## config.mk

```make
export PLATFORM = sky130hd
export DESIGN_NAME = pcs_port
export DESIGN_NICKNAME = d
export VERILOG_FILES = /design/src/pcs_pkg.sv /design/src/pcs_port.sv /design/src/pcs_strobe.sv
export SDC_FILE = /design/constraint.sdc
export NUM_CORES = 1
export LEC_CHECK = 0
export ABC_AREA = 0
export BUFFER_PORTS_ARGS = -buffer_cell sky130_fd_sc_hd__buf_2
export CAP_MARGIN = 25
export CORE_ASPECT_RATIO = 0.75
export CORE_MARGIN = 3
export CORE_UTILIZATION = 30
export CTS_CLUSTER_SIZE = 24
export DETAILED_ROUTE_END_ITERATION = 8
export SYNTH_ARGS = -nofsm -noshare
export SYNTH_HDL_FRONTEND = slang
export SYNTH_SLANG_ARGS = --single-unit
```

## constraint.sdc

```tcl
create_clock -name clk_i -period 6.57 [get_ports clk_i]
set_input_delay 0.657 -clock clk_i [delete_from_list [all_inputs] [get_ports clk_i]]
set_output_delay 0.657 -clock clk_i [all_outputs]
set_load 0.01 [all_outputs]
```

## src/pcs_pkg.sv

```systemverilog
/*
  Shared constants and types for the four-pin chip-select strobe port.
  Assumes a 32-bit classic Wishbone slave with byte addresses and 8-bit
  registers in the low byte lane.
*/
package pcs_pkg;

  // ---------------------------------------------------------------
  // Register byte offsets
  // ---------------------------------------------------------------
  localparam logic [7:0] PCS_OFF_DATA    = 8'hE8; // Port data latch.
  localparam logic [7:0] PCS_OFF_MODE_A  = 8'h00; // Mode/mask, pins 0 and 1.
  localparam logic [7:0] PCS_OFF_MODE_B  = 8'h04; // Mode/mask, pins 2 and 3.
  localparam logic [7:0] PCS_OFF_PINS    = 8'h08; // Filtered pin levels.
  localparam logic [7:0] PCS_OFF_INVERT  = 8'h0C; // Per-pin strobe invert.
  localparam logic [7:0] PCS_OFF_ADR_HI  = 8'h20; // High bytes, step 4.
  localparam logic [7:0] PCS_OFF_ADR_LO  = 8'h30; // Low bytes, step 4.
  localparam logic [7:0] PCS_OFF_STRIDE  = 8'h04; // Distance between pins.

  // ---------------------------------------------------------------
  // Field layout inside a mode control byte
  // ---------------------------------------------------------------
  localparam int PCS_NIB_W      = 4; // Bits per pin in a mode register.
  localparam int PCS_MASK_LSB   = 0; // Mask select at bits 1..0.
  localparam int PCS_MODE_LSB   = 2; // Mode at bits 3..2.

  // ---------------------------------------------------------------
  // Reset values
  // ---------------------------------------------------------------
  localparam logic [3:0] PCS_RST_DATA   = 4'hF; // Pins released high.
  localparam logic [7:0] PCS_RST_MODE   = 8'h00; // All pins plain I/O.
  localparam logic [3:0] PCS_RST_INVERT = 4'h0; // Active-low strobes.
  localparam logic [7:0] PCS_RST_ADR    = 8'h00;

  // ---------------------------------------------------------------
  // Types
  // ---------------------------------------------------------------
  typedef enum logic [1:0] {
    PCS_MODE_GPIO,
    PCS_MODE_READ,
    PCS_MODE_WRITE,
    PCS_MODE_RDWR
  } pcs_mode_e;

  // Configuration of one pin, as seen by the strobe generator.
  typedef struct packed {
    pcs_mode_e   mode;
    logic [1:0]  mask_sel;
    logic        invert;
    logic [15:0] cmp;
  } pcs_pin_cfg_s;

  // External bus cycle as driven by the core, same clock domain.
  typedef struct packed {
    logic [15:0] addr;
    logic        rd_n;
    logic        wr_n;
  } pcs_xbus_s;

endpackage

```

## src/pcs_port.sv

```systemverilog
/*
  Four-pin multi-purpose port with per-pin chip-select strobes and a
  classic Wishbone register slave.
  Assumes the external bus address and read/write pulses come from core
  logic on clk_i, while the pins themselves are asynchronous inputs.
*/
// The Wishbone slave port is this design's own decision.
`timescale 1ns/100ps
`default_nettype none
module pcs_port
  import pcs_pkg::*;
#(
  parameter int PINS = 4   // Number of port pins.
)(
  input  wire logic                   clk_i,          // Core clock, 25 MHz.
  input  wire logic                   rst_i,          // Synchronous reset.
  // Wishbone slave.
  input  wire logic [7:0]             wb_adr_i,       // Byte address.
  input  wire logic [31:0]            wb_dat_i,       // Write data.
  input  wire logic [3:0]             wb_sel_i,       // Byte lanes.
  input  wire logic                   wb_we_i,        // Write enable.
  input  wire logic                   wb_cyc_i,       // Cycle.
  input  wire logic                   wb_stb_i,       // Strobe.
  output logic      [31:0]            wb_dat_o,       // Read data.
  output logic                        wb_ack_o,       // Acknowledge.
  // External bus cycle from the core.
  input  wire pcs_pkg::pcs_xbus_s     xbus_i,         // Address, rd, wr.
  // Interrupt enables from the interrupt controller.
  input  wire logic                   int_two_en_i,   // Enable for two.
  input  wire logic                   int_three_en_i, // Enable for three.
  // Port pins.
  input  wire logic [PINS-1:0]        pin_i,          // Pin levels.
  output logic      [PINS-1:0]        pin_o,          // Pin drive value.
  output logic      [PINS-1:0]        pin_oe_o,       // High while driving.
  // Interrupt pin levels toward the interrupt controller.
  output logic                        external_interrupt_two_o,
  output logic                        external_interrupt_three_o
);

  // ---------------------------------------------------------------
  // Register state
  // ---------------------------------------------------------------
  logic [PINS-1:0] port_four_data_q;          // Port data latch.
  logic [PINS-1:0] port_four_data_d;
  logic [7:0]      pin_mode_control_a_q;      // Pins 0 and 1.
  logic [7:0]      pin_mode_control_b_q;      // Pins 2 and 3.
  logic [PINS-1:0] strobe_invert_q;           // Bit 0 is pin0_strobe_invert.
  logic [7:0]      strobe_address_high_byte_q [PINS];
  logic [7:0]      strobe_address_low_byte_q  [PINS];
  logic            ack_q;                     // Wishbone acknowledge.
  logic [31:0]     rdata_q;                   // Registered read data.

  // ---------------------------------------------------------------
  // Pin input filter
  // ---------------------------------------------------------------
  // Three flops; the filtered level only moves when the second and third
  // stages agree, which rejects a single-cycle glitch on the pin.
  logic [PINS-1:0] sync1_q;
  logic [PINS-1:0] sync2_q;
  logic [PINS-1:0] sync3_q;
  logic [PINS-1:0] pin_level_q;

  always_ff @(posedge clk_i) begin
    if (rst_i) begin
      sync1_q     <= {PINS{1'b1}};
      sync2_q     <= {PINS{1'b1}};
      sync3_q     <= {PINS{1'b1}};
      pin_level_q <= {PINS{1'b1}};
    end else begin
      sync1_q     <= pin_i;
      sync2_q     <= sync1_q;
      sync3_q     <= sync2_q;
      pin_level_q <= (sync2_q & sync3_q) | (pin_level_q & (sync2_q ^ sync3_q));
    end
  end

  // ---------------------------------------------------------------
  // Bus decode
  // ---------------------------------------------------------------
  // Returns the pin index whose per-pin register sits at the address,
  // relative to the base of that register bank.
  function automatic logic [1:0] pin_index(input logic [7:0] adr,
                                           input logic [7:0] base);
    logic [7:0] rel;
    rel       = adr - base;
    pin_index = rel[3:2];
  endfunction

  // Tests that an address falls inside a per-pin bank.
  // The pin count is compared at eight bits, because a two-bit pin count
  // would wrap four pins to zero and close the whole bank.
  function automatic logic in_bank(input logic [7:0] adr,
                                   input logic [7:0] base);
    logic [7:0] rel;
    rel     = adr - base;
    in_bank = (adr >= base) && (rel[7:4] == 4'h0) && (rel[1:0] == 2'b00) &&
              ({6'h00, rel[3:2]} < 8'(PINS));
  endfunction

  wire       bus_req;       // Request waiting for an acknowledge.
  wire       wr_lo;         // Write with the low byte lane enabled.
  wire       hit_data;
  wire       hit_mode_a;
  wire       hit_mode_b;
  wire       hit_pins;
  wire       hit_inv;
  wire       hit_hi;
  wire       hit_lo;
  wire [1:0] idx_hi;
  wire [1:0] idx_lo;
  wire [7:0] wbyte;

  assign bus_req    = wb_cyc_i && wb_stb_i && !ack_q;
  assign wr_lo      = bus_req && wb_we_i && wb_sel_i[0];
  assign wbyte      = wb_dat_i[7:0];
  assign hit_data   = (wb_adr_i == PCS_OFF_DATA);
  assign hit_mode_a = (wb_adr_i == PCS_OFF_MODE_A);
  assign hit_mode_b = (wb_adr_i == PCS_OFF_MODE_B);
  assign hit_pins   = (wb_adr_i == PCS_OFF_PINS);
  assign hit_inv    = (wb_adr_i == PCS_OFF_INVERT);
  assign hit_hi     = in_bank(wb_adr_i, PCS_OFF_ADR_HI);
  assign hit_lo     = in_bank(wb_adr_i, PCS_OFF_ADR_LO);
  assign idx_hi     = pin_index(wb_adr_i, PCS_OFF_ADR_HI);
  assign idx_lo     = pin_index(wb_adr_i, PCS_OFF_ADR_LO);

  // ---------------------------------------------------------------
  // Per-pin configuration
  // ---------------------------------------------------------------
  // The two mode registers are joined so pin n owns nibble n.
  wire [15:0]      mode_bits;
  pcs_pin_cfg_s    cfg    [PINS];
  logic [PINS-1:0] is_gpio;
  logic [PINS-1:0] strobe_level;

  assign mode_bits = {pin_mode_control_b_q, pin_mode_control_a_q};

  for (genvar g = 0; g < PINS; g++) begin : g_pin
    wire [3:0] nib;
    assign nib             = mode_bits[g*PCS_NIB_W +: PCS_NIB_W];
    assign cfg[g].mode     = pcs_mode_e'(nib[PCS_MODE_LSB +: 2]);
    assign cfg[g].mask_sel = nib[PCS_MASK_LSB +: 2];
    assign cfg[g].invert   = strobe_invert_q[g];
    assign cfg[g].cmp      = {strobe_address_high_byte_q[g],
                              strobe_address_low_byte_q[g]};
    assign is_gpio[g]      = (cfg[g].mode == PCS_MODE_GPIO);

    pcs_strobe u_strobe (
      .cfg_i   (cfg[g]),
      .xbus_i  (xbus_i),
      .level_o (strobe_level[g])
    );
  end

  // ---------------------------------------------------------------
  // Port data write
  // ---------------------------------------------------------------
  // Only I/O pins take the new bit; strobe pins keep their old latch bit
  // so that a later return to mode 0 restores what software left there.
  assign port_four_data_d = (wr_lo && hit_data) ?
      ((wbyte[PINS-1:0] & is_gpio) | (port_four_data_q & ~is_gpio)) :
      port_four_data_q;

  // ---------------------------------------------------------------
  // Register writes
  // ---------------------------------------------------------------
  always_ff @(posedge clk_i) begin
    if (rst_i) begin
      port_four_data_q     <= PCS_RST_DATA;
      pin_mode_control_a_q <= PCS_RST_MODE;
      pin_mode_control_b_q <= PCS_RST_MODE;
      strobe_invert_q      <= PCS_RST_INVERT;
    end else begin
      port_four_data_q <= port_four_data_d;
      if (wr_lo && hit_mode_a) begin
        pin_mode_control_a_q <= wbyte;
      end
      if (wr_lo && hit_mode_b) begin
        pin_mode_control_b_q <= wbyte;
      end
      if (wr_lo && hit_inv) begin
        strobe_invert_q <= wbyte[PINS-1:0];
      end
    end
  end

  // Comparator bytes live in small arrays, one entry per pin.
  always_ff @(posedge clk_i) begin
    if (rst_i) begin
      for (int i = 0; i < PINS; i++) begin
        strobe_address_high_byte_q[i] <= PCS_RST_ADR;
        strobe_address_low_byte_q[i]  <= PCS_RST_ADR;
      end
    end else begin
      if (wr_lo && hit_hi) begin
        strobe_address_high_byte_q[idx_hi] <= wbyte;
      end
      if (wr_lo && hit_lo) begin
        strobe_address_low_byte_q[idx_lo] <= wbyte;
      end
    end
  end

  // ---------------------------------------------------------------
  // Read data and acknowledge
  // ---------------------------------------------------------------
  // Every address is answered with a one-cycle acknowledge; unmapped
  // addresses read zero and drop writes, so software never hangs.
  wire [7:0] rbyte;

  assign rbyte = hit_data   ? {{(8-PINS){1'b0}}, port_four_data_q} :
                 hit_mode_a ? pin_mode_control_a_q :
                 hit_mode_b ? pin_mode_control_b_q :
                 hit_pins   ? {{(8-PINS){1'b0}}, pin_level_q} :
                 hit_inv    ? {{(8-PINS){1'b0}}, strobe_invert_q} :
                 hit_hi     ? strobe_address_high_byte_q[idx_hi] :
                 hit_lo     ? strobe_address_low_byte_q[idx_lo] :
                 8'h00;

  always_ff @(posedge clk_i) begin
    if (rst_i) begin
      ack_q   <= 1'b0;
      rdata_q <= 32'h0000_0000;
    end else begin
      ack_q   <= bus_req;
      rdata_q <= bus_req ? {24'h00_0000, rbyte} : 32'h0000_0000;
    end
  end

  assign wb_ack_o = ack_q;
  assign wb_dat_o = rdata_q;

  // ---------------------------------------------------------------
  // Pin drive
  // ---------------------------------------------------------------
  // An I/O pin is quasi-bidirectional: a 0 is driven hard, a 1 is left to
  // the pull-up so an outside party may pull it low and be read back.
  // Strobe pins drive both levels; the register adds one cycle of delay
  // behind the bus pulse, which the core's pulse timing must allow for.
  logic [PINS-1:0] pin_q;
  logic [PINS-1:0] pin_oe_q;

  always_ff @(posedge clk_i) begin
    if (rst_i) begin
      pin_q    <= {PINS{1'b1}};
      pin_oe_q <= {PINS{1'b0}};
    end else begin
      for (int i = 0; i < PINS; i++) begin
        if (is_gpio[i]) begin
          pin_q[i]    <= 1'b0;
          pin_oe_q[i] <= !port_four_data_q[i];
        end else begin
          pin_q[i]    <= strobe_level[i];
          pin_oe_q[i] <= 1'b1;
        end
      end
    end
  end

  assign pin_o    = pin_q;
  assign pin_oe_o = pin_oe_q;

  // ---------------------------------------------------------------
  // External interrupt feed
  // ---------------------------------------------------------------
  // Pin 3 feeds interrupt two and pin 2 feeds interrupt three, only in
  // mode 0 with the matching enable; otherwise the line idles high.
  logic int_two_q;
  logic int_three_q;

  always_ff @(posedge clk_i) begin
    if (rst_i) begin
      int_two_q   <= 1'b1;
      int_three_q <= 1'b1;
    end else begin
      int_two_q   <= (is_gpio[3] && int_two_en_i)   ? pin_level_q[3] : 1'b1;
      int_three_q <= (is_gpio[2] && int_three_en_i) ? pin_level_q[2] : 1'b1;
    end
  end

  assign external_interrupt_two_o   = int_two_q;
  assign external_interrupt_three_o = int_three_q;

endmodule
`default_nettype wire

```

## src/pcs_strobe.sv

```systemverilog
/*
  One pin's chip-select strobe decoder, purely combinational.
  Assumes the external bus fields are stable within a core clock and are
  registered by the caller before reaching a pin.
*/
`timescale 1ns/100ps
`default_nettype none
module pcs_strobe
  import pcs_pkg::*;
(
  input  wire pcs_pkg::pcs_pin_cfg_s cfg_i,    // Pin configuration.
  input  wire pcs_pkg::pcs_xbus_s    xbus_i,   // External bus cycle.
  output logic                       level_o   // Pin level for the strobe.
);

  // ---------------------------------------------------------------
  // Address match under mask
  // ---------------------------------------------------------------
  // Mask select n ignores the lowest n address lines, so one strobe
  // covers a block of 1, 2, 4 or 8 consecutive addresses.
  wire [15:0] care_mask;
  wire        addr_hit;
  wire        rd_act;
  wire        wr_act;
  wire        strobe_on;

  assign care_mask = 16'hFFFF << cfg_i.mask_sel;
  assign addr_hit  = ((xbus_i.addr ^ cfg_i.cmp) & care_mask) == 16'h0000;

  // ---------------------------------------------------------------
  // Pulse qualification by mode
  // ---------------------------------------------------------------
  assign rd_act = !xbus_i.rd_n;
  assign wr_act = !xbus_i.wr_n;

  // The strobe is only ever true inside a qualifying pulse with a hit.
  assign strobe_on = addr_hit && (
      (cfg_i.mode == PCS_MODE_READ  && rd_act) ||
      (cfg_i.mode == PCS_MODE_WRITE && wr_act) ||
      (cfg_i.mode == PCS_MODE_RDWR  && (rd_act || wr_act)));

  // Default polarity is active low; the invert bit makes it active high.
  assign level_o = cfg_i.invert ? strobe_on : !strobe_on;

endmodule
`default_nettype wire

```

==> run summary <==
vias after detailed routing: 4,617
Post-synth EDFFs: 64
via/cell ratio: 5.03
Worst Path Buf+Inv: 1
register bit count reported by yosys: 123
area leader, netlist: edfxtp_1
CTS H-Tree Depth: 4
main combinational cell family by area after synthesis: simple AND/OR/NAND/NOR gates
Die Span Y: 132 um
Most used DFF post-synth: edfxtp_1
Max VDD drop: 0.162 mV
Flop pwr share: 44.0%
Post-Syn Area: 6330 um2
crit path cell chain: buf_2 -> nor4b_1 -> and3_1 -> nand4_2 -> o21ai_1
cell count after synthesis: 568
unrepaired setup endpoints after global routing: no
Async SR Flop Fraction: 0%
CTS root buf: clkbuf_16
simple-gate share of the synthesized area: 17.1%
Sw Share: 23.2%
hold buffers post-CTS: 0
setup_tns: 0 ns
vias in the first global route: 4,544
antenna violations before repair: 0
Layout fillers: 2,072
Slew headroom: 38.9%
clock-pin slew on the worst setup and hold paths: 0.05 ns
min Tclk post-route: 2.99 ns
fmax: 0.335 GHz
Worst-Skew Late Latency: 0.42 ns
Non-Filler Instances: 918
hpwl dp: 13,200 um
final hold violations: 0
P_leak: 0.00302 uW
critical path arrival: 3.03 ns
critical path peak fanout: 11
CP delay by family, top: simple AND/OR/NAND/NOR gates
Initial Utilization: 30.9%
Psw: 445 uW
pin count of the biggest net entering global routing: 47
Pwr Density: 259 nW/um2
Ant. Diodes: 0
xor/xnor share of the synthesized area: 9.13%
core box area: 20,500 um2
detailed-router iteration count before antenna repair: 7
Total Wirelength: 18,400 um
top post-synthesis cells by area: edfxtp_1 30%, dfxtp_1 19%, mux4_2 6.8%, xnor2_1 5.7%, mux2i_1 3.8%
# DRC: 0
starting DRC count in detailed routing: 513
Area Growth Syn to Fin: 16.7%
first-pass GRT wire length: 27,600 um
critical setup path kind: in -> reg
layout cells sized above 1: 22.2%
Yosys cell types: 49
Comb pwr share: 8.3%
Worst Tran Pin Value: 0.911 ns
Post-CTS Resized: 0
Final Max Slew Viols: 0
clock buffer depth: 2
die area: 22,900 um2
Max-Cap Viols: 0
IO Pins: 116
Final Skew: 0.00992 ns
syn_area_per_cell: 11.2 um2
CP Launch Type: primary input
Tcrit/Tclk final: 45.5%
clock sinks: 123
Synth Area in Compound Gates: 6.48%
Worst path slowest cell: o21ai_1
Cells after DPL: 885
Nets: 703
total gr overflow: 0
num rows: 45
post-synthesis adder-cell area fraction: 1.19%
Post-CTS Setup Bufs: 0
CP peak stage delay: 0.79 ns
internal power: 1470 uW
total design power: 1920 uW
IO Port Bufs: 64
CTS buffer count: 17
top-area cell type share of the netlist area: 30.3%
clock network power share: 47.7%
Final Wtd Congestion: 0.932
YS warnings: 0
CTS tree: yes
Hold WS: 0.404 ns
overall routing resource usage: 16.0%
mux contribution to synthesized area: 11.1%
fin area: 7390 um2
Area after DPL: 6810 um2
post-synthesis sequential area ratio: 49.0%
post-detailed-route count of antenna-violating nets: 0
DR WL/cell: 20.0 um
min-delay worst type: reg -> reg
Worst setup EP type: flop
endpoints failing setup: 0
Die X: 174 um
critical path required time: 6.61 ns
status: completed
power by group through the flow:
| stage | clock network (uW) | registers [uW] | logic [uW] |
|---|---|---|---|
| 2_1_floorplan | 0 | 854 | 105 |
| 3_3_place_gp | 0 | 859 | 155 |
| 3_5_place_dp | 0 | 860 | 155 |
| 4_1_cts | 920 | 844 | 156 |
| 5_1_grt | 957 | 846 | 169 |
| 6_report | 913 | 844 | 159 |
layout make-up:
class	instances	area (um2)	share of cell area, %
Timing Repair Buffer	74	390	5.28
Clock buffer	19	433	5.86
Multi-Input combinational cell	397	2940	39.8
Clock inverter	12	130	1.76
Inverter	11	41.3	0.559
Sequential cell	123	3100	42.0
Tap cell	282	353	4.78
cells by family after synthesis:
family	Yosys count
AND/OR/NAND/NOR	190
multiplexers	46
adder cells (fa/ha/maj)	6
other	1
AO/OA/AOI/OAI	65
flip-flops	123
buffers and inverters	71
XOR/XNOR	66
Yosys cell counts, types with 6 or more instances:
library cell,instances
edfxtp_1,64
dfxtp_1,59
xnor2_1,41
nor2_1,35
and3_1,30
and2_1,28
buf_4,27
xor2_1,25
mux2i_1,24
nand2_1,23
clkbuf_1,21
a21oi_1,20
o21ai_0,20
mux4_2,19
nand3_1,13
nand4_1,12
or2_2,12
inv_1,11
a22oi_1,8
buf_2,8
nor2b_1,8
nor4_1,8
a211o_1,7
ha_1,6
worst register-to-register path, cell delays in order (launching register included):
cell and delay (ns):
dfxtp_1 0.33, nor3_2 0.68, and4_1 0.72, nand2_1 0.10
nand2_1 0.32
final timing paths:
| path | from | endpoint | slack, ns | cells after the start |
|---|---|---|---|---|
| hold reg to reg | sync1_q[2]$_SDFF_PP1_ | sync2_q[2]$_SDFF_PP1_ | 0.40 | 1 |
| hold / removal | sync1_q[2]$_SDFF_PP1_ | sync2_q[2]$_SDFF_PP1_ | 0.40 | 1 |
| setup reg to reg | wb_ack_o$_SDFF_PP0_ | strobe_address_low_byte_q[0][0]$_SDFFCE_PN0P_ | 4.08 | 4 |
| setup / recovery | wb_adr_i[4] | strobe_address_high_byte_q[1][3]$_SDFFCE_PN0P_ | 3.58 | 5 |
placed cells by master (no fill, tap or decap), drive strengths merged, types with 2 or more instances in the layout:
cell type and n:
a211o 7, a21oi 20, a22oi 8, a41o 2, and2 28, and3 30
and4 2, buf 74, bufinv 3, clkbuf 19, clkinv 8, conb 24
dfxtp 59, edfxtp 64, ha 6, inv 11, mux2 3, mux2i 24
mux4 19, nand2 23, nand2b 3, nand3 14, nand4 14, nor2 37
nor2b 8, nor3 5, nor4 9, o21ai 20, o22ai 2, or2 12
xnor2 41, xor2 25
flip-flops by register name, indices dropped and copies added (netlist names), 4 cells and up, named ones only:
| signal | count |
|---|---|
| strobe_address_low_byte_q | 32 |
| sync2_q | 4 |
| sync3_q | 4 |
| pin_oe_o | 4 |
| pin_level_q | 4 |
| strobe_address_high_byte_q | 32 |
| pin_mode_control_a_q | 8 |
| pin_o | 4 |
| strobe_invert_q | 4 |
| wb_dat_o | 8 |
| sync1_q | 4 |
| pin_mode_control_b_q | 8 |
per-layer routing:
metal / vias to the layer above / global-route usage (%) / share of wire (%)
met4: 0 / 5.13 / 1.9
met5: - / 0 / 0
met3: 30 / 4.75 / 9.0
met1: 2243 / 23.3 / 47
li1: 2108 / - / -
met2: 236 / 22.6 / 42
stage by stage:
stage	util, %	setup slack [ns]
floorplan	-	3.95
global placement	33.2	3.12
detailed placement	33.2	2.99
CTS	36.0	3.43
global route	36.1	3.36
finish	36.1	3.58
Note: power is estimated with default switching activity, not from simulation.
